===== src/core/ptc_params.svh =====
// constants for the paper tape reader and punch controller
`ifndef PTC_PARAMS_SVH
`define PTC_PARAMS_SVH
// ---------------------------------------------
// command codes (low byte of the accumulator)
// ---------------------------------------------
`define PTC_CMD_START 8'h01
`define PTC_CMD_STOP 8'h02
`define PTC_CMD_INHIBIT 8'h04
`define PTC_CMD_START_INH 8'h05
`define PTC_CMD_STOP_INH 8'h06
`define PTC_CMD_ALLOW 8'h08
`define PTC_CMD_START_ALW 8'h09
`define PTC_CMD_STOP_ALW 8'h0a
// ---------------------------------------------
// status bytes and addressing
// ---------------------------------------------
`define PTC_STAT_NOT_READY 8'h40
`define PTC_STAT_TIMING_ERR 8'h04
`define PTC_STAT_NONE 8'h00
`define PTC_RX_ADDR_BIT 8'h01
`define PTC_DEF_STATION 8'h10
// ---------------------------------------------
// timing
// ---------------------------------------------
`define PTC_CLK_HZ 125000000
`define PTC_PUNCH_RATE_PER_S 60
`define PTC_PUNCH_GAP_CYCLES ((`PTC_CLK_HZ + `PTC_PUNCH_RATE_PER_S - 1) / `PTC_PUNCH_RATE_PER_S)
`endif


===== src/core/ptc_pkg.sv =====
// types shared by the tape controller modules
package ptc_pkg;
   typedef struct packed {
      logic valid;
      logic start;
      logic stop;
      logic inhibit;
      logic allow;
   } cmd_t;
   typedef enum logic [0:0] {TX_IDLE, TX_PUNCH} tx_state_t;
   typedef struct packed {
      logic allow;
      logic need;
      logic req;
      logic force_req;
   } sec_state_t;
endpackage : ptc_pkg


===== src/core/section_if.sv =====
// carrier between the controller and one interrupt section
`timescale 1ns/1ps
interface section_if;
   logic event_set;
   logic force_set;
   logic clr_xfer;
   logic clr_query;
   logic clr_status;
   logic do_inhibit;
   logic do_allow;
   logic irq;
   logic allowed;
   modport ctl (output event_set, force_set, clr_xfer, clr_query, clr_status,
      do_inhibit, do_allow, input irq, allowed);
   modport sec (input event_set, force_set, clr_xfer, clr_query, clr_status,
      do_inhibit, do_allow, output irq, allowed);
endinterface : section_if


===== src/core/ptc_controller.sv =====
// paper tape reader and punch controller on the programmed i/o bus
// Functional notes
// - transmitter answers even non-zero address; receiver at next odd address
// - receiver latches each reader byte, overwriting; data-in drives it
// - data-in byte goes on lines 8..15, msb on line 8
// - one punch cycle per accepted byte, at most 60 per second
// - command strobe decodes accumulator low byte, acknowledges valid codes
// - codes 01,02,04,05,06,08,09,0a map start/stop/inhibit/allow combinations
// - stop lets one more character arrive, then halts reader
// - inhibit/allow act on either section; others only on receiver
// - interrupt mode: request per character until data, address or status
// - character overrun sets timing error; data-in unacknowledged until cleared
// - any receiver command or receiver status-in clears timing error
// - with timing error data-in drives buffer, no ack, clears request
// - start while not ready acknowledged, raises request; data-in unacknowledged
// - no data-in ack without a new character since last transfer
// - transmitter requests after each byte to punch, until accepted data-out, address or status
// - data-out while punch not ready: no ack, request if allowed, byte punched
// - that request clears on address/status; not-ready resets on status once ready
// - non-interrupt receiver: request and address-in answer only after start while not ready; one ack per char
// - non-interrupt transmitter acknowledges, punches, refuses while still punching
// - data-out byte from lines 8..15; ack only when accepted and ready
// - address-in drives requesting section address, no acknowledge
// - status-in drives status byte, no ack: 40 not ready, 04 timing
// - reader/punch not-ready from power, switch, rewind, tape end inputs
// - status-in clears request and status of addressed section
// - address-in only with priority grant; ends request, keeps need
// - inhibit drops request but remembers need; allow re-raises it
`timescale 1ns/1ps
`include "ptc_params.svh"
module ptc_controller #(
   parameter logic [7:0] STATION_ADDR = `PTC_DEF_STATION,
   parameter int unsigned PUNCH_GAP_CYCLES = `PTC_PUNCH_GAP_CYCLES
) (
   input wire logic clock_i,
   input wire logic resetn_i,
   input wire logic [7:0] dev_addr_i,
   input wire logic [15:0] bus_i,
   input wire logic cmd_strobe_i,
   input wire logic data_in_strobe_i,
   input wire logic data_out_strobe_i,
   input wire logic addr_in_strobe_i,
   input wire logic status_in_strobe_i,
   input wire logic rx_prio_i,
   input wire logic tx_prio_i,
   output logic [15:0] bus_o,
   output logic bus_oe_o,
   output logic ack_o,
   output logic rx_irq_o,
   output logic tx_irq_o,
   input wire logic rdr_char_strobe_i,
   input wire logic [7:0] rdr_char_i,
   input wire logic rdr_power_ok_i,
   input wire logic rdr_load_pos_i,
   input wire logic rdr_rewinding_i,
   output logic rdr_run_o,
   input wire logic pun_power_ok_i,
   input wire logic pun_out_of_tape_i,
   input wire logic pun_near_end_i,
   input wire logic pun_done_i,
   output logic [7:0] pun_data_o,
   output logic pun_start_o
);
   import ptc_pkg::*;

   // ---------------------------------------------
   // elaboration checks
   // ---------------------------------------------
   // even non-zero station
   initial begin
      if (STATION_ADDR[0] || STATION_ADDR == 8'h00) begin
         $error("station address must be even and non-zero");
      end
      if (PUNCH_GAP_CYCLES < 1) begin
         $error("punch gap must be at least one cycle");
      end
   end

   localparam logic [7:0] RX_ADDR = STATION_ADDR | `PTC_RX_ADDR_BIT;

   // ---------------------------------------------
   // helpers
   // ---------------------------------------------
   // bus line 8 carries the msb, so bytes are mirrored
   function automatic logic [7:0] mirror(input logic [7:0] b);
      logic [7:0] r;
      r = '0;
      for (int i = 0; i < 8; i++) begin
         r[i] = b[7 - i];
      end
      return r;
   endfunction : mirror

   function automatic cmd_t cmd_decode(input logic [7:0] c);
      cmd_t r;
      r = '0;
      case (c)
         `PTC_CMD_START: r = '{1'b1, 1'b1, 1'b0, 1'b0, 1'b0};
         `PTC_CMD_STOP: r = '{1'b1, 1'b0, 1'b1, 1'b0, 1'b0};
         `PTC_CMD_INHIBIT: r = '{1'b1, 1'b0, 1'b0, 1'b1, 1'b0};
         `PTC_CMD_START_INH: r = '{1'b1, 1'b1, 1'b0, 1'b1, 1'b0};
         `PTC_CMD_STOP_INH: r = '{1'b1, 1'b0, 1'b1, 1'b1, 1'b0};
         `PTC_CMD_ALLOW: r = '{1'b1, 1'b0, 1'b0, 1'b0, 1'b1};
         `PTC_CMD_START_ALW: r = '{1'b1, 1'b1, 1'b0, 1'b0, 1'b1};
         `PTC_CMD_STOP_ALW: r = '{1'b1, 1'b0, 1'b1, 1'b0, 1'b1};
         default: r = '0;
      endcase
      return r;
   endfunction : cmd_decode

   // ---------------------------------------------
   // state
   // ---------------------------------------------
   typedef struct packed {
      logic [7:0] rx_buf;
      logic rx_new;
      logic rx_terr;
      logic rx_dnr;
      logic rx_run;
      logic rx_stop_pend;
      logic [7:0] tx_byte;
      tx_state_t tx_state;
      logic tx_dnr;
      logic tx_start;
      logic ack;
      logic bus_oe;
      logic [15:0] bus_data;
   } ctl_state_t;

   ctl_state_t q, d;
   section_if rx_s ();
   section_if tx_s ();
   logic pace_busy;
   logic rx_sel;
   logic tx_sel;
   logic rdr_not_ready;
   logic pun_not_ready;
   logic took;
   cmd_t cmd;

   ptc_irq_section #(
      .XFER_CLEARS_FORCE(1'b1)
   ) u_rx_sec (
      .clock_i(clock_i),
      .resetn_i(resetn_i),
      .s(rx_s.sec)
   );

   ptc_irq_section #(
      .XFER_CLEARS_FORCE(1'b0)
   ) u_tx_sec (
      .clock_i(clock_i),
      .resetn_i(resetn_i),
      .s(tx_s.sec)
   );

   ptc_pace_timer #(
      .GAP_CYCLES(PUNCH_GAP_CYCLES)
   ) u_pace (
      .clock_i(clock_i),
      .resetn_i(resetn_i),
      .start_i(q.tx_start),
      .busy_o(pace_busy)
   );

   // ---------------------------------------------
   // decode and readiness
   // ---------------------------------------------
   // address match
   assign rx_sel = (dev_addr_i == RX_ADDR);
   assign tx_sel = (dev_addr_i == STATION_ADDR);
   assign cmd = cmd_decode(mirror(bus_i[15:8]));
   assign rdr_not_ready = !rdr_power_ok_i | rdr_load_pos_i | rdr_rewinding_i;
   assign pun_not_ready = !pun_power_ok_i | pun_out_of_tape_i | pun_near_end_i;

   // ---------------------------------------------
   // controller next state
   // ---------------------------------------------
   always_comb begin
      d = q;
      d.ack = 1'b0;
      d.bus_oe = 1'b0;
      d.bus_data = '0;
      d.tx_start = 1'b0;
      took = 1'b0;
      rx_s.event_set = 1'b0;
      rx_s.force_set = 1'b0;
      rx_s.clr_xfer = 1'b0;
      rx_s.clr_query = 1'b0;
      rx_s.clr_status = 1'b0;
      rx_s.do_inhibit = 1'b0;
      rx_s.do_allow = 1'b0;
      tx_s.event_set = 1'b0;
      tx_s.force_set = 1'b0;
      tx_s.clr_xfer = 1'b0;
      tx_s.clr_query = 1'b0;
      tx_s.clr_status = 1'b0;
      tx_s.do_inhibit = 1'b0;
      tx_s.do_allow = 1'b0;

      // command strobe
      if (cmd_strobe_i && (rx_sel || tx_sel)) begin
         d.ack = cmd.valid;
         if (rx_sel) begin
            rx_s.do_inhibit = cmd.inhibit;
            rx_s.do_allow = cmd.allow;
            d.rx_terr = 1'b0;
            if (cmd.start) begin
               if (rdr_not_ready) begin
                  rx_s.force_set = 1'b1;
                  d.rx_dnr = 1'b1;
               end else begin
                  d.rx_run = 1'b1;
                  d.rx_stop_pend = 1'b0;
               end
            end
            if (cmd.stop && q.rx_run) begin
               d.rx_stop_pend = 1'b1;
            end
         end else begin
            tx_s.do_inhibit = cmd.inhibit;
            tx_s.do_allow = cmd.allow;
         end
      end

      // data-in strobe
      if (data_in_strobe_i && rx_sel) begin
         d.bus_oe = 1'b1;
         d.bus_data[15:8] = mirror(q.rx_buf);
         // transfer clears request even if refused
         rx_s.clr_xfer = 1'b1;
         if (!q.rx_terr && !q.rx_dnr && q.rx_new) begin
            d.ack = 1'b1;
            d.rx_new = 1'b0;
            took = 1'b1;
         end
      end

      // data-out strobe
      if (data_out_strobe_i && tx_sel) begin
         if (q.tx_state == TX_IDLE && !pace_busy) begin
            d.tx_byte = mirror(bus_i[15:8]);
            d.tx_state = TX_PUNCH;
            d.tx_start = 1'b1;
            if (pun_not_ready) begin
               // no ack, request at once if allowed
               d.tx_dnr = 1'b1;
               tx_s.force_set = tx_s.allowed;
            end else begin
               d.ack = 1'b1;
               tx_s.clr_xfer = 1'b1;
            end
         end
      end

      // address-in strobe
      if (addr_in_strobe_i) begin
         if (rx_s.irq && rx_prio_i) begin
            d.bus_oe = 1'b1;
            d.bus_data[15:8] = mirror(RX_ADDR);
            rx_s.clr_query = 1'b1;
         end else if (tx_s.irq && tx_prio_i) begin
            d.bus_oe = 1'b1;
            d.bus_data[15:8] = mirror(STATION_ADDR);
            tx_s.clr_query = 1'b1;
         end
      end

      // status-in strobe
      if (status_in_strobe_i && rx_sel) begin
         d.bus_oe = 1'b1;
         d.bus_data[15:8] = mirror(
            (q.rx_dnr ? `PTC_STAT_NOT_READY : `PTC_STAT_NONE) |
            (q.rx_terr ? `PTC_STAT_TIMING_ERR : `PTC_STAT_NONE));
         d.rx_terr = 1'b0;
         d.rx_dnr = rdr_not_ready;
         rx_s.clr_status = 1'b1;
      end
      if (status_in_strobe_i && tx_sel) begin
         d.bus_oe = 1'b1;
         d.bus_data[15:8] = mirror(
            (q.tx_dnr | pun_not_ready) ? `PTC_STAT_NOT_READY : `PTC_STAT_NONE);
         d.tx_dnr = pun_not_ready;
         tx_s.clr_status = 1'b1;
      end

      // reader character arrival; sets win over clears above
      if (rdr_char_strobe_i) begin
         d.rx_buf = rdr_char_i;
         d.rx_new = 1'b1;
         rx_s.event_set = 1'b1;
         if (q.rx_new && !took) begin
            d.rx_terr = 1'b1;
         end
         if (q.rx_stop_pend) begin
            d.rx_run = 1'b0;
            d.rx_stop_pend = 1'b0;
         end
      end

      // reader dropping out is remembered until status-in
      if (rdr_not_ready) begin
         d.rx_dnr = 1'b1;
      end

      // punch cycle completion
      case (q.tx_state)
         TX_IDLE: begin
            d.tx_state = d.tx_state;
         end
         TX_PUNCH: begin
            if (pun_done_i) begin
               d.tx_state = TX_IDLE;
               tx_s.event_set = 1'b1;
            end
         end
         default: begin
            d.tx_state = TX_IDLE;
         end
      endcase
   end

   // ---------------------------------------------
   // registers
   // ---------------------------------------------
   // reset: reader stopped, no error, nothing pending
   always_ff @(posedge clock_i) begin
      if (!resetn_i) begin
         q <= '0;
      end else begin
         q <= d;
      end
   end

   // ---------------------------------------------
   // outputs
   // ---------------------------------------------
   // answers stand for one cycle after the strobe
   assign bus_o = q.bus_data;
   assign bus_oe_o = q.bus_oe;
   assign ack_o = q.ack;
   assign rx_irq_o = rx_s.irq;
   assign tx_irq_o = tx_s.irq;
   assign rdr_run_o = q.rx_run;
   assign pun_data_o = q.tx_byte;
   assign pun_start_o = q.tx_start;
endmodule : ptc_controller


===== src/core/ptc_irq_section.sv =====
// interrupt request logic of one controller section
`timescale 1ns/1ps
module ptc_irq_section #(
   parameter bit XFER_CLEARS_FORCE = 1'b1
) (
   input wire logic clock_i,
   input wire logic resetn_i,
   section_if.sec s
);
   import ptc_pkg::*;
   sec_state_t q, d;
   // ---------------------------------------------
   // request bookkeeping
   // ---------------------------------------------
   always_comb begin
      d = q;
      if (s.do_inhibit) begin
         d.allow = 1'b0;
         d.req = 1'b0;
      end
      if (s.do_allow) begin
         d.allow = 1'b1;
         d.req = q.need;
      end
      if (s.clr_query) begin
         d.req = 1'b0;
         d.force_req = 1'b0;
      end
      if (s.clr_xfer || s.clr_status) begin
         d.need = 1'b0;
         d.req = 1'b0;
      end
      if (s.clr_status || (s.clr_xfer && XFER_CLEARS_FORCE && q.allow)) begin
         d.force_req = 1'b0;
      end
      // new events win over same-cycle clears
      if (s.event_set) begin
         d.need = 1'b1;
         d.req = 1'b1;
      end
      if (s.force_set) begin
         d.force_req = 1'b1;
      end
   end
   always_ff @(posedge clock_i) begin
      if (!resetn_i) begin
         q <= '0;
      end else begin
         q <= d;
      end
   end
   assign s.irq = (q.req & q.allow) | q.force_req;
   assign s.allowed = q.allow;
endmodule : ptc_irq_section


===== src/core/ptc_pace_timer.sv =====
// least-spacing timer between punch cycles
`timescale 1ns/1ps
module ptc_pace_timer #(
   parameter int unsigned GAP_CYCLES = 2083334
) (
   input wire logic clock_i,
   input wire logic resetn_i,
   input wire logic start_i,
   output logic busy_o
);
   typedef struct packed {
      logic [31:0] count;
   } pace_state_t;
   pace_state_t q, d;
   initial begin
      if (GAP_CYCLES < 1) begin
         $error("pace gap must be at least one cycle");
      end
   end
   // reload on start, else count down to zero
   always_comb begin
      d = q;
      if (start_i) begin
         d.count = 32'(GAP_CYCLES);
      end else if (q.count != 32'h0) begin
         d.count = q.count - 32'h1;
      end
   end
   always_ff @(posedge clock_i) begin
      if (!resetn_i) begin
         q <= '0;
      end else begin
         q <= d;
      end
   end
   assign busy_o = (q.count != 32'h0);
endmodule : ptc_pace_timer


===== config.mk =====
export PLATFORM = sky130hd
export DESIGN_NAME = ptc_controller
export DESIGN_NICKNAME = d
export VERILOG_FILES = /design/src/core/ptc_pkg.sv /design/src/core/section_if.sv /design/src/core/ptc_controller.sv /design/src/core/ptc_irq_section.sv /design/src/core/ptc_pace_timer.sv
export VERILOG_INCLUDE_DIRS = /design/src /design/src/core
export SDC_FILE = /design/constraint.sdc
export NUM_CORES = 1
export LEC_CHECK = 0
export BUFFER_PORTS_ARGS = -buffer_cell sky130_fd_sc_hd__clkbuf_2
export CAP_MARGIN = 20
export CORE_MARGIN = 1
export CORE_UTILIZATION = 56
export CTS_BUF_LIST = sky130_fd_sc_hd__clkbuf_2 sky130_fd_sc_hd__clkbuf_4 sky130_fd_sc_hd__clkbuf_8
export CTS_CLUSTER_SIZE = 10
export DETAILED_ROUTE_END_ITERATION = 7
export GPL_TIMING_DRIVEN = 0
export PLACE_DENSITY_LB_ADDON = 0.15
export SETUP_SLACK_MARGIN = 0.3
export SLEW_MARGIN = 20
export SYNTH_ARGS = -nofsm -noshare
export SYNTH_HDL_FRONTEND = slang
export SYNTH_SLANG_ARGS = --single-unit

===== constraint.sdc =====
create_clock -name clock_i -period 3.1 [get_ports clock_i]
set_clock_uncertainty 0.05 [all_clocks]
set_input_delay 0.775 -clock clock_i [delete_from_list [all_inputs] [get_ports clock_i]]
set_output_delay 0.775 -clock clock_i [all_outputs]
set_load 0.01 [all_outputs]

# Yosys cells after proc, flatten, opt, wreduce, memory -nomap -nowiden
# Memory sizes are Yosys's and may differ from the RTL's.
# Cells that the tools add are included.
# op_classes
add_sub_neg	1
mul	0
div_mod_pow	0
magnitude_cmp	0
n_eq_ne	2
n_shift	0
n_mux	82
bitwise_logic	12
n_reduce_logical	45
# op_table
cell	count
$mux W1	53
$mux W9	5
$mux W21	2
$reduce_bool A32 Y1	1
$sub A32 B1 Y32 const B	1
$mux W2	11
$reduce_bool A2 Y1	11
$eq A8 B5 Y1 const B	2
$mux W4	4
$mux W7	2
$logic_and A1 B1 Y1	13
$mux W10	1
$reduce_bool A5 Y1	2
$or A1 B1 Y1	7
$or A7 B3 Y7	1
$logic_not A1 Y1	6
$mux W3	2
$reduce_and A2 Y1	3
$reduce_bool A3 Y1	2
$mux W5	1
$logic_not A4 Y1	1
$logic_or A1 B1 Y1	4
$reduce_and A3 Y1	1
$and A1 B1 Y1	2
other kinds (3)	4
# totals
register_bits	82
latchBits	0
mem_bits_rw	0
romBits	80
in_bits	49
elab_cells	167
mem_count	1
# memory_table
name	words	word_bits	rd	rd_clocked_by_memory_dff	wr	line	source
(no name shown)	16	5	1	0	0	ptc_controller.sv:97	case (c)

# Depth between registers and ports, before layout
# logic_depth
depth_word	11
depth_mapped	9
mapped_depth_nobuf	7

# Hierarchy
# A second synthesis with hierarchy kept.
# hier_totals
hier_cells	410
area_unflattened_um2	3694.8
# modules_own_cells
mod	n_inst	cells_per_inst	area_each_um2
ptc_controller	1	199	1769.2
ptc_pace_timer	1	175	1591.5
ptc_irq_section (u_rx_sec)	1	18	168.9
ptc_irq_section (u_tx_sec)	1	18	165.2

# Worst setup path after synthesis
# No wires, ideal clock.
# synth_timing
path_type	flip-flop to flip-flop
startpoint	register u_pace.q[14] (netlist bit)
endpoint	register u_pace.q[31] (netlist bit)
setup_ns	0.070
arrival_time_ns	2.694
setup_slack_ns	0.286
stages_incl_launch_ff	9
path_buffers	3
period_less_slack_ns	2.814
cell_sequence	dfxtp_1 -> buf_6 -> or4_1 -> buf_2 -> or4_4 -> or4_1 -> buf_2 -> or4_1 -> a21oi_1
# synth_via
elab_chain_len	1
elab_cells_between_ends	2
cone_classes	add/sub: 1; reduce/logical: 1
# synth_lines
item	line	source
start: declaration	ptc_pace_timer.sv:14	pace_state_t q, d;
start signal: assignment	ptc_pace_timer.sv:31	q <= '0;
start signal: assignment	ptc_pace_timer.sv:33	q <= d;
$sub A32 B1 Y32 or $reduce_bool A32 Y1 (tied branches)	ptc_pace_timer.sv:26, ptc_pace_timer.sv:25	
# Parallel ways exist; a longest one is shown, timed or not.
# A chain may end at the register's enable or synchronous reset.

# Worst setup path in the final report
# Same ends and word-level chain as after synthesis.

==> out/summary.log <==
[logic_synthesis] Synth Register Bits 74
[logic_synthesis] Most used DFF post-synth dfxtp_1
[timing] Max Clk Rate 358 MHz
[logic_synthesis] yosys warns 0
[cells_and_area] fraction of final layout cells with drive strength greater than 1 27.9%
[place] Post-DP HPWL 6270 um
[global_routing] Total Routing Usage GR 26.7%
[global_routing] total congestion overflow 0
[worst_setup_path] type of destination of the critical path flop
[worst_setup_path] number of cells on the worst reg-to-reg path 8
[clock_tree] maximum clock insertion buffer count 2
[run] max-cap check violation count 0
[detailed_routing] WL per Instance 15.0 um
[cells_and_area] layout overhead on the synthesized area 22.4%
[clock_tree] clock sink count 74
[clock_tree] CTS tree built
[logic_synthesis] Avg Synthesized Cell Area 8.49 sq um
[floorplanning] area enclosed by the die boundary 0.00683 sq mm
[timing] Setup TNS Final 0 ns
[hold_path] Min-Delay Path Class flop to flop
[logic_synthesis] share of cell area taken by muxes after synthesis 2.75%
[detailed_routing] initial drt markers 248
[floorplanning] Vert. Die Dim 82.7 um
[detailed_routing] first-pass detailed-route iteration total 4
[clock_tree] clock-pin slew of the registers on the worst-case setup and hold paths 0.09 ns
[place] Place WS 0.0173 ns
[timing] slew at the pin closest to its max-slew limit 0.803 ns
[floorplanning] die span in x 82.7 um
[global_routing] wire length of the first global-routing pass 13600 um
[worst_setup_path] Critical Path RT 3.33 ns
[cells_and_area] net total in the final layout 569
[worst_setup_path] Worst EP arrival 3.03 ns
[clock_tree] number of buffers created by CTS 9
[timing] RSZ-0062 raised after global routing true
[timing] post-layout min period 2.80 ns
[place] Port Buffers 59
[worst_setup_path] Critical Path Source Type flop
[detailed_routing] number of nets with antenna violations after routing 0
[power] cell leakage power 1.88 nW
[detailed_routing] routed via count 3426
[clock_tree] number of buffers inserted by hold repair at cts 0
[cells_and_area] diode count 0
[logic_synthesis] Post-Synthesis Cell Area 0.00364 sq mm
[cells_and_area] most common cell after layout, fill and taps aside dfxtp_1
[place] Routability Congestion 0.882
[logic_synthesis] count of flip-flops with a built-in enable after synthesis 0
[timing] Final Hold Violating Endpoints 0
[global_routing] pin count of the biggest net entering global routing 15
[hold_path] number of cells traversed by the worst hold path 2
[detailed_routing] number of remaining DRC errors 0
[worst_setup_path] worst-path maximum fanout 9
[clock_tree] clock latency of the later-clocked register in the worst-skew pair 0.35 ns
[global_routing] vias in the first global route 2864
[logic_synthesis] Synth Instances 429
[logic_synthesis] library cells used by synthesis 54
[floorplanning] floorplan row count 29
[floorplanning] number of primary I/O pins 79
[logic_synthesis] Async S/R FF share, synth 0%
[logic_synthesis] Synth Area in XOR/XNOR 2.64%
[clock_tree] CTS H-tree lvls 3
[power] peak ir drop on the vdd network 0.000763 V
[logic_synthesis] Synth Area in Adders 1.72%
[timing] setup violation total in the final timing report 0
[timing] Final Slew Violations 0
[power] Cell Pwr Density 992 mW/mm^2
[logic_synthesis] Compound-Gate Fraction of Synth Area 18.5%
[run_status] result of the run finished, final reports clean
[floorplanning] Starting Density 57.7%
[timing] final cycle utilization of the critical path 90.2%
[floorplanning] floorplan core area 0.00631 sq mm
[timing] smallest setup slack after layout 0.304 ns
[timing] Rel. slew slack 46.0%
[detailed_routing] mean number of vias per cell 5.74
[detailed_routing] overall routed net length 8980 um
[logic_synthesis] share of synthesized cell area in and, or, nand and nor gates 24.6%
[global_routing] number of antenna violations at the first check in global routing 0
[clock_tree] cell at the root of the clock tree clkbuf_8
[cells_and_area] commonest cells after routing, fill and taps aside dfxtp_1, clkbuf_2, a21oi_1
[logic_synthesis] part of the Yosys area used for sequential elements 40.7%
[logic_synthesis] dominant combinational cell family by area after synthesis simple AND/OR/NAND/NOR gates
[worst_setup_path] Crit Path Category flop to flop
-- worst paths after layout --
check	startpoint	end	slack [ns]
worst max register to register	u_pace.q[14]$_SDFFE_PN0P_	u_pace.q[31]$_SDFFE_PP0P_	0.30
worst min register to register	u_tx_sec.q[0]$_SDFFE_PN0P_	u_tx_sec.q[0]$_SDFFE_PN0P_	0.40
worst max-delay path	u_pace.q[14]$_SDFFE_PN0P_	u_pace.q[31]$_SDFFE_PP0P_	0.30
worst min-delay path	u_tx_sec.q[0]$_SDFFE_PN0P_	u_tx_sec.q[0]$_SDFFE_PN0P_	0.40
-- per-stage QoR --
stage | instance area [sq um] | utilization (%) | total power [W] | hold WS [ns] | instances
2_1_floorplan | 3700 | - | 0.00266 | 0.366 | 436
3_3_place_gp | 4090 | 64.7 | 0.00297 | 0.377 | 572
3_5_place_dp | 4090 | 64.7 | 0.00303 | 0.388 | 572
4_1_cts | 4380 | 69.3 | 0.00413 | 0.399 | 591
5_1_grt | 4460 | 70.6 | 0.00472 | 0.417 | 597
6_report | 4460 | 70.6 | 0.00442 | 0.398 | 597
-- cell type report --
type / count / area [sq um]
Timing Repair Buffer: 68 / 364
Tap cell: 77 / 96.3
Buffer: 51 / 349
Clock inverter: 6 / 71.3
Sequential cell: 74 / 1480
Multi-Input combinational cell: 301 / 1920
Clock buffer: 10 / 138
Fill cell: 532 / 1860
Inverter: 10 / 37.5
-- synth_stat cells (2+ instances only) --
master,instances,area share (%)
o31a_1,9,2.2
nand2b_1,4,0.69
a31oi_1,3,0.52
inv_1,9,0.93
o21bai_1,2,0.41
nand2_1,29,3.0
mux2i_1,10,2.7
or4_1,18,3.7
or3b_2,2,0.48
nor3_1,11,1.5
o211ai_1,6,1.2
dfxtp_1,74,41
a211oi_1,3,0.62
or2_2,8,1.4
o21ai_0,17,2.3
nand3_1,9,1.2
o21a_1,9,1.9
buf_2,3,0.41
nand4_1,4,0.69
xor2_1,3,0.72
and3_1,7,1.2
buf_1,2,0.21
or3_1,14,2.4
clkbuf_1,21,2.2
ha_1,5,1.7
nor3b_1,3,0.62
xnor2_1,8,1.9
nor4_1,14,2.4
a21o_1,2,0.41
nor2_1,29,3.0
o31ai_1,9,1.9
a21oi_1,35,4.8
buf_4,24,4.9
nor2b_1,3,0.52
-- worst max-delay path: stages, from the launching register on --
cell	delay, ns
dfxtp_1	0.31
buf_6	0.13
or4_4	0.53
buf_6	0.15
or4_4	0.45
or4_4	0.45
buf_6	0.16
or4_1	0.39
a21oi_1	0.12
-- layer usage --
| metal | wire (um) | GRT usage, % | vias up |
|---|---|---|---|
| met5 | 0 | 0 | - |
| met4 | 128 | 8.97 | 0 |
| met3 | 617 | 5.82 | 12 |
| met2 | 4160 | 41.2 | 106 |
| met1 | 4070 | 36.6 | 1598 |
| li1 | - | - | 1710 |
-- power breakdown --
part / leakage (nW) / internal (W) / total, W / switching, W
sequential: 0.603 / 0.00113 / 0.00128 / 0.000152
clock: 0.0995 / 0.000401 / 0.000784 / 0.000383
combinational: 1.17 / 0.00113 / 0.00236 / 0.00122
total: 1.88 / 0.00267 / 0.00442 / 0.00176
-- flip-flops by register name (all words and copies together) (netlist names) --
| signal | count |
|---|---|
| ack_o | 1 |
| bus_o | 8 |
| bus_oe_o | 1 |
| pun_data_o | 8 |
| pun_start_o | 1 |
| q | 14 |
| rdr_run_o | 1 |
| u_pace.q | 32 |
| u_rx_sec.q | 3 |
| u_rx_sec.s.allowed | 1 |
| u_tx_sec.q | 3 |
| u_tx_sec.s.allowed | 1 |
-- cell families (layout without fill, tap and decap cells) --
family,after synthesis,after routing
simple gates,162,162
compound gates,105,105
flops,74,74
buf+inv,61,145
xor+xnor,11,11
mux,10,10
fa+ha+maj,5,5
other cells,1,8
-- repair_timing --
item | 4_1_cts | 5_1_grt
pin swaps | 2 | 4
gates cloned | 1 | 1
gates resized for setup | 17 | 15
endpoints found under the hold margin | 0 | 0
buffers inserted | 2 | 5
endpoints found under the setup margin | 30 | 27
Power figures use the tool's default switching activity.
